**src/common/xbs_pkg.sv**
```systemverilog
// constants, address decode and priority tables for the crossbar switch
// assumes a single clock domain; every master and target is sampled on REF_CLK
package xbs_pkg;

    // sizes
    localparam int NUM_MASTERS  = 4;
    localparam int NUM_TARGETS  = 5;
    localparam int ADDR_W       = 32;
    localparam int DATA_W       = 32;
    localparam int BRIDGE_DEPTH = 4;

    // master indices
    localparam logic [1:0] MST_CPU_DATA  = 2'h0;
    localparam logic [1:0] MST_PROG_FILL = 2'h1;
    localparam logic [1:0] MST_DMA_HIGH  = 2'h2;
    localparam logic [1:0] MST_DMA_LOW   = 2'h3;

    // target group codes
    localparam logic [2:0] TGT_ONCHIP = 3'h0;
    localparam logic [2:0] TGT_EXTMEM = 3'h1;
    localparam logic [2:0] TGT_PERIPH = 3'h2;
    localparam logic [2:0] TGT_AUDIO  = 3'h3;
    localparam logic [2:0] TGT_DMACFG = 3'h4;
    localparam logic [2:0] TGT_NONE   = 3'h7;

    // address regions (top nibble, or top byte for the audio ports)
    localparam logic [3:0] REGION_ROM      = 4'h0;
    localparam logic [3:0] REGION_RAM      = 4'h1;
    localparam logic [3:0] REGION_PERIPH   = 4'h4;
    localparam logic [3:0] REGION_DMACFG   = 4'h6;
    localparam logic [3:0] REGION_SDRAM    = 4'h8;
    localparam logic [3:0] REGION_ASYNC    = 4'h9;
    localparam logic [7:0] AUDIO_FIRST     = 8'h54;
    localparam logic [7:0] AUDIO_LAST      = 8'h56;

    // bridge configuration register
    localparam logic [31:0] BRIDGE_CONFIG_ADDR   = 32'h40000024;
    localparam int          SLAVE_BRIDGE_RST_BIT = 0;
    localparam logic        SLAVE_BRIDGE_RST_RV  = 1'b1;

    // rank value meaning no candidate
    localparam logic [2:0] RANK_NONE = 3'h7;

    // which target group an address belongs to
    function automatic logic [2:0] target_of(input logic [31:0] addr);
        if (addr[31:28] == REGION_ROM || addr[31:28] == REGION_RAM) begin
            return TGT_ONCHIP;
        end else if (addr[31:28] == REGION_SDRAM || addr[31:28] == REGION_ASYNC) begin
            return TGT_EXTMEM;
        end else if (addr[31:28] == REGION_PERIPH) begin
            return TGT_PERIPH;
        end else if (addr[31:24] >= AUDIO_FIRST && addr[31:24] <= AUDIO_LAST) begin
            return TGT_AUDIO;
        end else if (addr[31:28] == REGION_DMACFG) begin
            return TGT_DMACFG;
        end else begin
            return TGT_NONE;
        end
    endfunction

    // wiring of the switch: program fill only reaches external memory,
    // the cpu data port reaches on-chip memory through its own controller
    function automatic logic reachable(input logic [1:0] m, input logic [2:0] t);
        if (m == MST_PROG_FILL) begin
            return t == TGT_EXTMEM;
        end else if (m == MST_CPU_DATA) begin
            return t != TGT_ONCHIP && t != TGT_NONE;
        end else begin
            return t != TGT_NONE;
        end
    endfunction

    // fixed rank, 1 wins; program fill sits fourth at external memory
    function automatic logic [2:0] rank_of(input logic [2:0] t, input logic [1:0] m);
        if (m == MST_CPU_DATA) begin
            return 3'h1;
        end else if (m == MST_DMA_HIGH) begin
            return 3'h2;
        end else if (m == MST_DMA_LOW) begin
            return 3'h3;
        end else if (t == TGT_EXTMEM) begin
            return 3'h4;
        end else begin
            return RANK_NONE;
        end
    endfunction

endpackage

```
**src/verilog/xbs_bridge.sv**
```systemverilog
// bus bridge: small fifo with a registered output stage
// assumes DEPTH >= 1; a synchronous reset empties it, ce low freezes it
`timescale 1ns/1ps
module xbs_bridge #(
    parameter int WIDTH = 65,
    parameter int DEPTH = 4
) (
    // clock and control
    input  wire logic             clk,
    input  wire logic             rst,
    input  wire logic             ce,
    // filling side
    input  wire logic             in_valid,
    output logic                  in_ready,
    input  wire logic [WIDTH-1:0] in_data,
    // draining side
    output logic                  out_valid,
    input  wire logic             out_ready,
    output logic [WIDTH-1:0]      out_data
);
    localparam int PW = (DEPTH > 1) ? $clog2(DEPTH) : 1;
    localparam int CW = $clog2(DEPTH + 1);
    localparam logic [PW-1:0] LAST_PTR = PW'(DEPTH - 1);
    localparam logic [CW-1:0] FULL_CNT = CW'(DEPTH);

    logic [WIDTH-1:0] mem      [DEPTH];
    logic [WIDTH-1:0] next_mem [DEPTH];
    logic [PW-1:0]    wr_ptr, next_wr_ptr;
    logic [PW-1:0]    rd_ptr, next_rd_ptr;
    logic [CW-1:0]    count, next_count;
    logic             next_out_valid;
    logic [WIDTH-1:0] next_out_data;
    logic             push, pop;

    // full is honest: the filling side sees back-pressure once DEPTH words wait
    assign in_ready = (count != FULL_CNT);

    // accept at the master's pace, drain at the target's pace
    always_comb begin
        push           = in_valid && in_ready;
        pop            = (count != '0) && (!out_valid || out_ready);
        next_mem       = mem;
        next_wr_ptr    = wr_ptr;
        next_rd_ptr    = rd_ptr;
        next_out_valid = out_valid && !out_ready;
        next_out_data  = out_data;
        if (push) begin
            next_mem[wr_ptr] = in_data;
            next_wr_ptr      = (wr_ptr == LAST_PTR) ? '0 : wr_ptr + 1'b1;
        end
        if (pop) begin
            next_out_valid = 1'b1;
            next_out_data  = mem[rd_ptr];
            next_rd_ptr    = (rd_ptr == LAST_PTR) ? '0 : rd_ptr + 1'b1;
        end
        next_count = count + CW'(push) - CW'(pop);
    end

    // registers only
    always_ff @(posedge clk) begin
        if (rst) begin
            wr_ptr    <= '0;
            rd_ptr    <= '0;
            count     <= '0;
            out_valid <= 1'b0;
            out_data  <= '0;
            for (int i = 0; i < DEPTH; i++) begin
                mem[i] <= '0;
            end
        end else if (ce) begin
            mem       <= next_mem;
            wr_ptr    <= next_wr_ptr;
            rd_ptr    <= next_rd_ptr;
            count     <= next_count;
            out_valid <= next_out_valid;
            out_data  <= next_out_data;
        end
    end
endmodule

```
**src/verilog/xbs_crossbar.sv**
```systemverilog
// crossbar switch: four masters, five target groups, one bridge per target
// assumes masters hold request and attributes until acknowledged and that
// each target pulses T_DONE once per command it has taken
`timescale 1ns/1ps
module xbs_crossbar
    import xbs_pkg::*;
#(
    parameter int DEPTH = BRIDGE_DEPTH
) (
    // clock, reset, enable
    input  wire logic                          REF_CLK,
    input  wire logic                          RESET,
    input  wire logic                          CE,
    // master request side, master m in slice m
    input  wire logic [NUM_MASTERS-1:0]        M_REQ,
    input  wire logic [NUM_MASTERS*ADDR_W-1:0] M_ADDR,
    input  wire logic [NUM_MASTERS-1:0]        M_WE,
    input  wire logic [NUM_MASTERS*DATA_W-1:0] M_WDATA,
    // master answer side
    output logic [NUM_MASTERS-1:0]             M_ACK,
    output logic [NUM_MASTERS*DATA_W-1:0]      M_RDATA,
    // target command side, target t in slice t
    output logic [NUM_TARGETS-1:0]             T_REQ,
    output logic [NUM_TARGETS*ADDR_W-1:0]      T_ADDR,
    output logic [NUM_TARGETS-1:0]             T_WE,
    output logic [NUM_TARGETS*DATA_W-1:0]      T_WDATA,
    input  wire logic [NUM_TARGETS-1:0]        T_ACCEPT,
    // target completion side
    input  wire logic [NUM_TARGETS-1:0]        T_DONE,
    input  wire logic [NUM_TARGETS*DATA_W-1:0] T_RDATA,
    // bridge reset state, a copy of the config bit
    output logic                               SLAVE_BRIDGE_RESET
);
    localparam int CMD_W = 1 + ADDR_W + DATA_W;

    // ownership per target
    logic [NUM_TARGETS-1:0]        owner_vld, next_owner_vld;
    logic [1:0]                    owner     [NUM_TARGETS];
    logic [1:0]                    next_owner[NUM_TARGETS];
    // answers to masters
    logic [NUM_MASTERS-1:0]        next_ack;
    logic [NUM_MASTERS*DATA_W-1:0] next_rdata;
    // bridge configuration bit
    logic                          bridge_config_rst, next_bridge_config_rst;
    // bridge fill side
    logic [NUM_TARGETS-1:0]        push, in_ready;
    logic [CMD_W-1:0]              push_cmd  [NUM_TARGETS];
    // combinational helpers
    logic [2:0]                    m_tgt     [NUM_MASTERS];
    logic [NUM_MASTERS-1:0]        req_eff, busy;
    logic [2:0]                    best_rank;
    logic [1:0]                    best;
    logic                          found;
    logic [ADDR_W-1:0]             g_addr;

    // address decode of every master
    always_comb begin
        for (int m = 0; m < NUM_MASTERS; m++) begin
            m_tgt[m] = target_of(M_ADDR[m*ADDR_W +: ADDR_W]);
        end
    end

    // arbitration, ownership, completion and the config register
    always_comb begin
        next_owner_vld         = owner_vld;
        next_owner             = owner;
        next_ack               = '0;
        next_rdata             = M_RDATA;
        next_bridge_config_rst = bridge_config_rst;
        push                   = '0;
        busy                   = '0;
        best_rank              = RANK_NONE;
        best                   = 2'h0;
        found                  = 1'b0;
        g_addr                 = '0;
        for (int t = 0; t < NUM_TARGETS; t++) begin
            push_cmd[t] = '0;
            if (owner_vld[t]) begin
                busy[owner[t]] = 1'b1;
            end
        end
        // a master in flight or being answered this cycle is not re-arbitrated
        req_eff = M_REQ & ~M_ACK & ~busy;

        // completion frees the target only after the access is done
        for (int t = 0; t < NUM_TARGETS; t++) begin
            if (owner_vld[t] && T_DONE[t]) begin
                next_ack[owner[t]]                    = 1'b1;
                next_rdata[owner[t]*DATA_W +: DATA_W] = T_RDATA[t*DATA_W +: DATA_W];
                next_owner_vld[t]                     = 1'b0;
            end
        end

        // one independent arbiter per target, so distinct targets never stall
        for (int t = 0; t < NUM_TARGETS; t++) begin
            best_rank = RANK_NONE;
            best      = 2'h0;
            found     = 1'b0;
            for (int m = 0; m < NUM_MASTERS; m++) begin
                // lowest rank wins; cpu 1, high dma 2, low dma 3, fill 4
                if (req_eff[m] && m_tgt[m] == 3'(t) && reachable(2'(m), 3'(t))
                    && rank_of(3'(t), 2'(m)) < best_rank) begin
                    best_rank = rank_of(3'(t), 2'(m));
                    best      = 2'(m);
                    found     = 1'b1;
                end
            end
            g_addr = M_ADDR[best*ADDR_W +: ADDR_W];
            if (found && 3'(t) == TGT_PERIPH && g_addr == BRIDGE_CONFIG_ADDR) begin
                // the config register answers locally; reserved bits read zero
                next_ack[best] = 1'b1;
                if (M_WE[best]) begin
                    next_bridge_config_rst = M_WDATA[best*DATA_W + SLAVE_BRIDGE_RST_BIT];
                end else begin
                    next_rdata[best*DATA_W +: DATA_W] = DATA_W'(bridge_config_rst);
                end
            end else if (found && !owner_vld[t] && in_ready[t]
                         && !(3'(t) == TGT_ONCHIP && bridge_config_rst)) begin
                // losers and masters facing a held bridge simply wait
                push[t]           = 1'b1;
                push_cmd[t]       = {M_WE[best], g_addr, M_WDATA[best*DATA_W +: DATA_W]};
                next_owner_vld[t] = 1'b1;
                next_owner[t]     = best;
            end
        end

        // unmapped or unwired address: answer at once with zero data
        for (int m = 0; m < NUM_MASTERS; m++) begin
            if (req_eff[m] && !reachable(2'(m), m_tgt[m])) begin
                next_ack[m]                    = 1'b1;
                next_rdata[m*DATA_W +: DATA_W] = '0;
            end
        end
    end

    // registers only
    always_ff @(posedge REF_CLK) begin
        if (RESET) begin
            owner_vld          <= '0;
            M_ACK              <= '0;
            M_RDATA            <= '0;
            bridge_config_rst  <= SLAVE_BRIDGE_RST_RV;
            SLAVE_BRIDGE_RESET <= SLAVE_BRIDGE_RST_RV;
            for (int t = 0; t < NUM_TARGETS; t++) begin
                owner[t] <= 2'h0;
            end
        end else if (CE) begin
            owner_vld          <= next_owner_vld;
            owner              <= next_owner;
            M_ACK              <= next_ack;
            M_RDATA            <= next_rdata;
            bridge_config_rst  <= next_bridge_config_rst;
            SLAVE_BRIDGE_RESET <= next_bridge_config_rst;
        end
    end

    // one bridge in front of each target; the on-chip one obeys the config bit.
    // a held bridge drops anything queued, which is why software must not
    // assert the bit with dma traffic in flight
    for (genvar t = 0; t < NUM_TARGETS; t++) begin : g_bridge
        logic             b_rst;
        logic [CMD_W-1:0] b_out;
        assign b_rst = (t == 0) ? (RESET || bridge_config_rst) : RESET;
        xbs_bridge #(
            .WIDTH (CMD_W),
            .DEPTH (DEPTH)
        ) u_bridge (
            .clk       (REF_CLK),
            .rst       (b_rst),
            .ce        (CE),
            .in_valid  (push[t]),
            .in_ready  (in_ready[t]),
            .in_data   (push_cmd[t]),
            .out_valid (T_REQ[t]),
            .out_ready (T_ACCEPT[t]),
            .out_data  (b_out)
        );
        assign T_WE[t]                      = b_out[CMD_W-1];
        assign T_ADDR[t*ADDR_W +: ADDR_W]   = b_out[DATA_W +: ADDR_W];
        assign T_WDATA[t*DATA_W +: DATA_W]  = b_out[DATA_W-1:0];
    end
endmodule

```
**config.mk**
```make
export PLATFORM = sky130hd
export DESIGN_NAME = xbs_crossbar
export DESIGN_NICKNAME = d
export VERILOG_FILES = /design/src/common/xbs_pkg.sv /design/src/verilog/xbs_bridge.sv /design/src/verilog/xbs_crossbar.sv
export SDC_FILE = /design/constraint.sdc
export NUM_CORES = 2
export LEC_CHECK = 0
export ABC_AREA = 1
export ABC_CLOCK_PERIOD_IN_PS = 10550
export CELL_PAD_IN_SITES_DETAIL_PLACEMENT = 1
export CELL_PAD_IN_SITES_GLOBAL_PLACEMENT = 2
export CORE_UTILIZATION = 39
export DETAILED_ROUTE_END_ITERATION = 16
export DONT_BUFFER_PORTS = 1
export GPL_ROUTABILITY_DRIVEN = 0
export PLACE_DENSITY_LB_ADDON = 0.1
export REMOVE_ABC_BUFFERS = 1
export SYNTH_ARGS = -nofsm -noshare
export SYNTH_HDL_FRONTEND = slang
export SYNTH_SLANG_ARGS = --single-unit
```
**constraint.sdc**
```tcl
create_clock -name REF_CLK -period 10.55 [get_ports REF_CLK]
set_input_delay 0.5275 -clock REF_CLK [delete_from_list [all_inputs] [get_ports REF_CLK]]
set_output_delay 0.5275 -clock REF_CLK [all_outputs]
set_load 0.01 [all_outputs]
```
==> out/results.txt <==
status: finished with violations
failing checks: max-capacitance violations
H-tree lvl count: 4
leakage component of the power: 38.85 nW
list of cells traversed by the critical path: inv_1, ha_1, nand2_1, inv_1, nor2_1, nand3_4, nand3_4, nand2_4, nand2_1, nand2_1, nor2_1, nand4_1, nor2_1, nand3_2, nand4_1, buf_4, nand2_1, nand2_1, nor2_1
Worst Path Arrival: 9.54 ns
number of enable-type register cells in the synthesized netlist: 0
GRT overflow: 0
clock network fraction of total power: 0.448
Synth async-reset ratio: 0
Critical Path Most Common Cell: sky130_fd_sc_hd__nand2_1
clock sink count: 1813
Synth Flop Type: sky130_fd_sc_hd__dfxtp_1
total of buffers placed on input and output ports: 0
I/O Pins: 900
global-route wire length before repair: 705900 µm
post-CTS setup buffer count: 0
count of routing violations after the opening detailed-route iteration: 11.63k
Net Switching: 5.432 mW
transition at the pin with the smallest max-transition slack: 1.491 ns
total wirelength of the detailed-routed design: 496500 µm
maximum number of pins on one net before global-route repair: 295
GRT Util Overall: 0.4081
crit-path max cell delay: 1.01 ns
number of antenna violations at the first check in global routing: 83
initial core utilization: 0.3925
Min-Delay Startpoint: T_RDATA[122]
fraction of layout instances using a drive strength above 1: 0.05695
summed instance area of the synthesized netlist: 90240 µm²
distinct cell type count after synthesis: 54
Reg power frac: 0.411
net total in the final layout: 13.21k
root cell of the clock tree: sky130_fd_sc_hd__clkbuf_16
Rows: 176
CTS Buf Count: 209
clock latency of the later-clocked register in the worst-skew pair: 0.94 ns
die area: 233300 µm²
type of the worst setup path: reg2reg
final core utilization: 0.4391
post-route setup TNS: 0 ns
die width: 483.0 µm
master of the slowest instance on the critical path: sky130_fd_sc_hd__dfxtp_2
count of endpoints failing hold in the final timing report: 0
total power divided by cell area: 175.2 nW/µm²
switching share of total power: 0.3071
clk buf depth: 3
Via-to-Cell Ratio: 6.262
DP Wirelength: 316600 µm
die height: 483.0 µm
Worst setup EP type: flop
required arrival time at the worst endpoint: 11.34 ns
average wire per standard cell: 31.06 µm
core area: 229900 µm²
worst clock skew: 0.09698 ns
flip-flop and latch count after synthesis: 1813
time the worst path needs with I/O delays and setup: 8.740 ns
maximum net fanout on the critical path: 80
number of max-cap violations: 1
number of resized instances in the post-cts repair step: 0
area after detailed placement: 91510 µm²
largest voltage drop on the vdd net: 137.0 µV
vias in the first global route: 97.40k
area delta synth->final: 11.87%
CTS hold repair buffers: 163
nature of the critical path startpoint: flop
Fmax: 114.4 MHz
Seq/Total Area, Yosys: 0.4022
Post-route DRC: 0
logic gate share of total power: 0.141
Reg-to-Reg Start: owner[0]
total count of max-transition violations in the final report: 0
share of the clock period used by the worst path: 0.8285
post-route cell area: 101000 µm²
number of warnings reported in the yosys synthesis log: 0
Relative slew margins: 0.002238
drt pass-1 iters: 7
setup repair after global routing missed its margin: no
count of endpoints failing setup in the final report: 0
synthesized area per cell: 6.801 µm²
internal power of the cells: 12.26 mW
kind of path behind the tightest hold check: in2reg
vias post-DR: 100.1k
clock tree from TritonCTS: yes
remaining antenna violation count: 0
start point of the critical path: owner[0]
number of instances in the synthesized netlist: 13.27k
Reg clk slew, reported paths: 0.06 ns
## final cells by class
type,count,area (µm²)
fill,28830,128900
multi-input combinational,9233,45700
sequential,1813,36330
clock buffer,299,6212
inverter,1055,3998
tap,3026,3786
timing repair buffer,386,3458
clock inverter,86,1249
antenna,89,222.7
## metrics by stage
step / setup slack, ns / total power [mW] / hold slack, ns / cells
5_1_grt: 1.702 / 18.16 / 0.04482 / 15970
4_1_cts: 2.300 / 17.67 / 0.0009655 / 15900
3_3_place_gp: 2.497 / 9.646 / 0.4232 / 15350
2_1_floorplan: -2.513 / 8.640 / 0.4146 / 12100
6_report: 1.810 / 17.69 / 0.04064 / 15990
3_5_place_dp: 2.319 / 9.696 / 0.4321 / 15350
## sequential cells by signal, summed over array words and instances (netlist names)
signal,count
bridge_config_rst,1
g_bridge.u_bridge.out_valid,5
M_RDATA,128
owner_vld,5
owner,10
g_bridge.u_bridge.wr_ptr,10
g_bridge.u_bridge.out_data,325
g_bridge.u_bridge.mem,1300
g_bridge.u_bridge.count,15
M_ACK,4
g_bridge.u_bridge.rd_ptr,10
## power groups by stage
stage / Clock [mW] / Sequential [mW] / Combinational, mW
6_report: 7.92 / 7.27 / 2.50
5_1_grt: 8.26 / 7.29 / 2.62
4_1_cts: 7.98 / 7.26 / 2.42
3_5_place_dp: 0 / 7.41 / 2.28
3_3_place_gp: 0 / 7.41 / 2.24
2_1_floorplan: 0 / 7.38 / 1.26
## critical path: cells and delay by family, from the launching register on
family	cells	cell delay [ns]
adder cells (fa/ha/maj)	1	0.54
buffers and inverters	3	1.68
flip-flops	1	1.01
AND/OR/NAND/NOR	15	5.16
## path summary, 6_finish.rpt
check / endpoint / slack, ns / cells past startpoint
setup / recovery: g_bridge[2].u_bridge.mem[134] / 1.81 / 19
hold / removal: M_RDATA[58] / 0.04 / 6
setup reg to reg: g_bridge[2].u_bridge.mem[134] / 1.81 / 19
hold reg to reg: g_bridge[0].u_bridge.mem[126] / 0.44 / 2
## kinds of logic (layout without fill, tap and decap cells)
kind of cell             count (synthesis)  after routing  share of synthesized area
AO/OA/AOI/OAI                         4763           4763                     0.2920
AND/OR/NAND/NOR                       4392           4392                     0.1983
buffers and inverters                 2222           1826                    0.09632
flip-flops                            1813           1813                     0.4022
adder cells (fa/ha/maj)                 76             76                    0.01095
multiplexers                             2              2                  0.0002219
other                                    0             89                          0
## routing by layer
layer | wire length (µm) | track usage | vias up
met5 | 338 | 0 | -
met4 | 38110 | 0.2840 | 48
met3 | 54190 | 0.1278 | 1434
met2 | 207100 | 0.5921 | 5335
met1 | 196800 | 0.5125 | 49330
li1 | - | - | 43960
## cell usage after synthesis, drive strengths merged (2+ instances only)
cell type | n | area (µm²)
a211o | 14 | 122.6
a211oi | 156 | 1171
a21oi | 1982 | 9920
a221o | 8 | 80.08
a221oi | 48 | 420.4
a22oi | 51 | 382.9
a31oi | 9 | 56.30
a32o | 3 | 30.03
a32oi | 51 | 446.7
a41oi | 6 | 52.55
buf | 220 | 1175
clkbuf | 947 | 3555
clkinv | 22 | 82.58
dfxtp | 1813 | 36290
fa | 5 | 100.1
ha | 71 | 888.4
inv | 1033 | 3880
mux2i | 2 | 20.02
nand2 | 2319 | 8727
nand3 | 551 | 2790
nand4 | 121 | 805.8
nor2 | 1231 | 4653
nor3 | 120 | 605.6
nor3b | 3 | 22.52
nor4 | 45 | 281.5
o211ai | 224 | 1682
o21a | 40 | 300.3
o21ai | 1840 | 9209
o221ai | 118 | 1033
o22ai | 162 | 1013
o311ai | 17 | 148.9
o31ai | 23 | 172.7
o32a | 7 | 70.07
## cells in the final DEF (no fill, tap or decap), types with 58 or more instances in the layout
cell                            instances
sky130_fd_sc_hd__o22ai_1              162
sky130_fd_sc_hd__buf_4                220
sky130_fd_sc_hd__o211ai_1             224
sky130_fd_sc_hd__nor2_1              1194
sky130_fd_sc_hd__dlygate4sd3_1        156
sky130_fd_sc_hd__dfxtp_1             1800
sky130_fd_sc_hd__clkbuf_16            212
sky130_fd_sc_hd__o21ai_0             1814
sky130_fd_sc_hd__ha_1                  70
sky130_fd_sc_hd__nor3_1               116
sky130_fd_sc_hd__nand3_1              544
sky130_fd_sc_hd__diode_2               89
sky130_fd_sc_hd__a21oi_1             1976
sky130_fd_sc_hd__nand2_1             2296
sky130_fd_sc_hd__a211oi_1             155
sky130_fd_sc_hd__inv_1                996
sky130_fd_sc_hd__clkbuf_8              58
sky130_fd_sc_hd__nand4_1              116
sky130_fd_sc_hd__o221ai_1             118
Power figures use the tool's default switching activity.
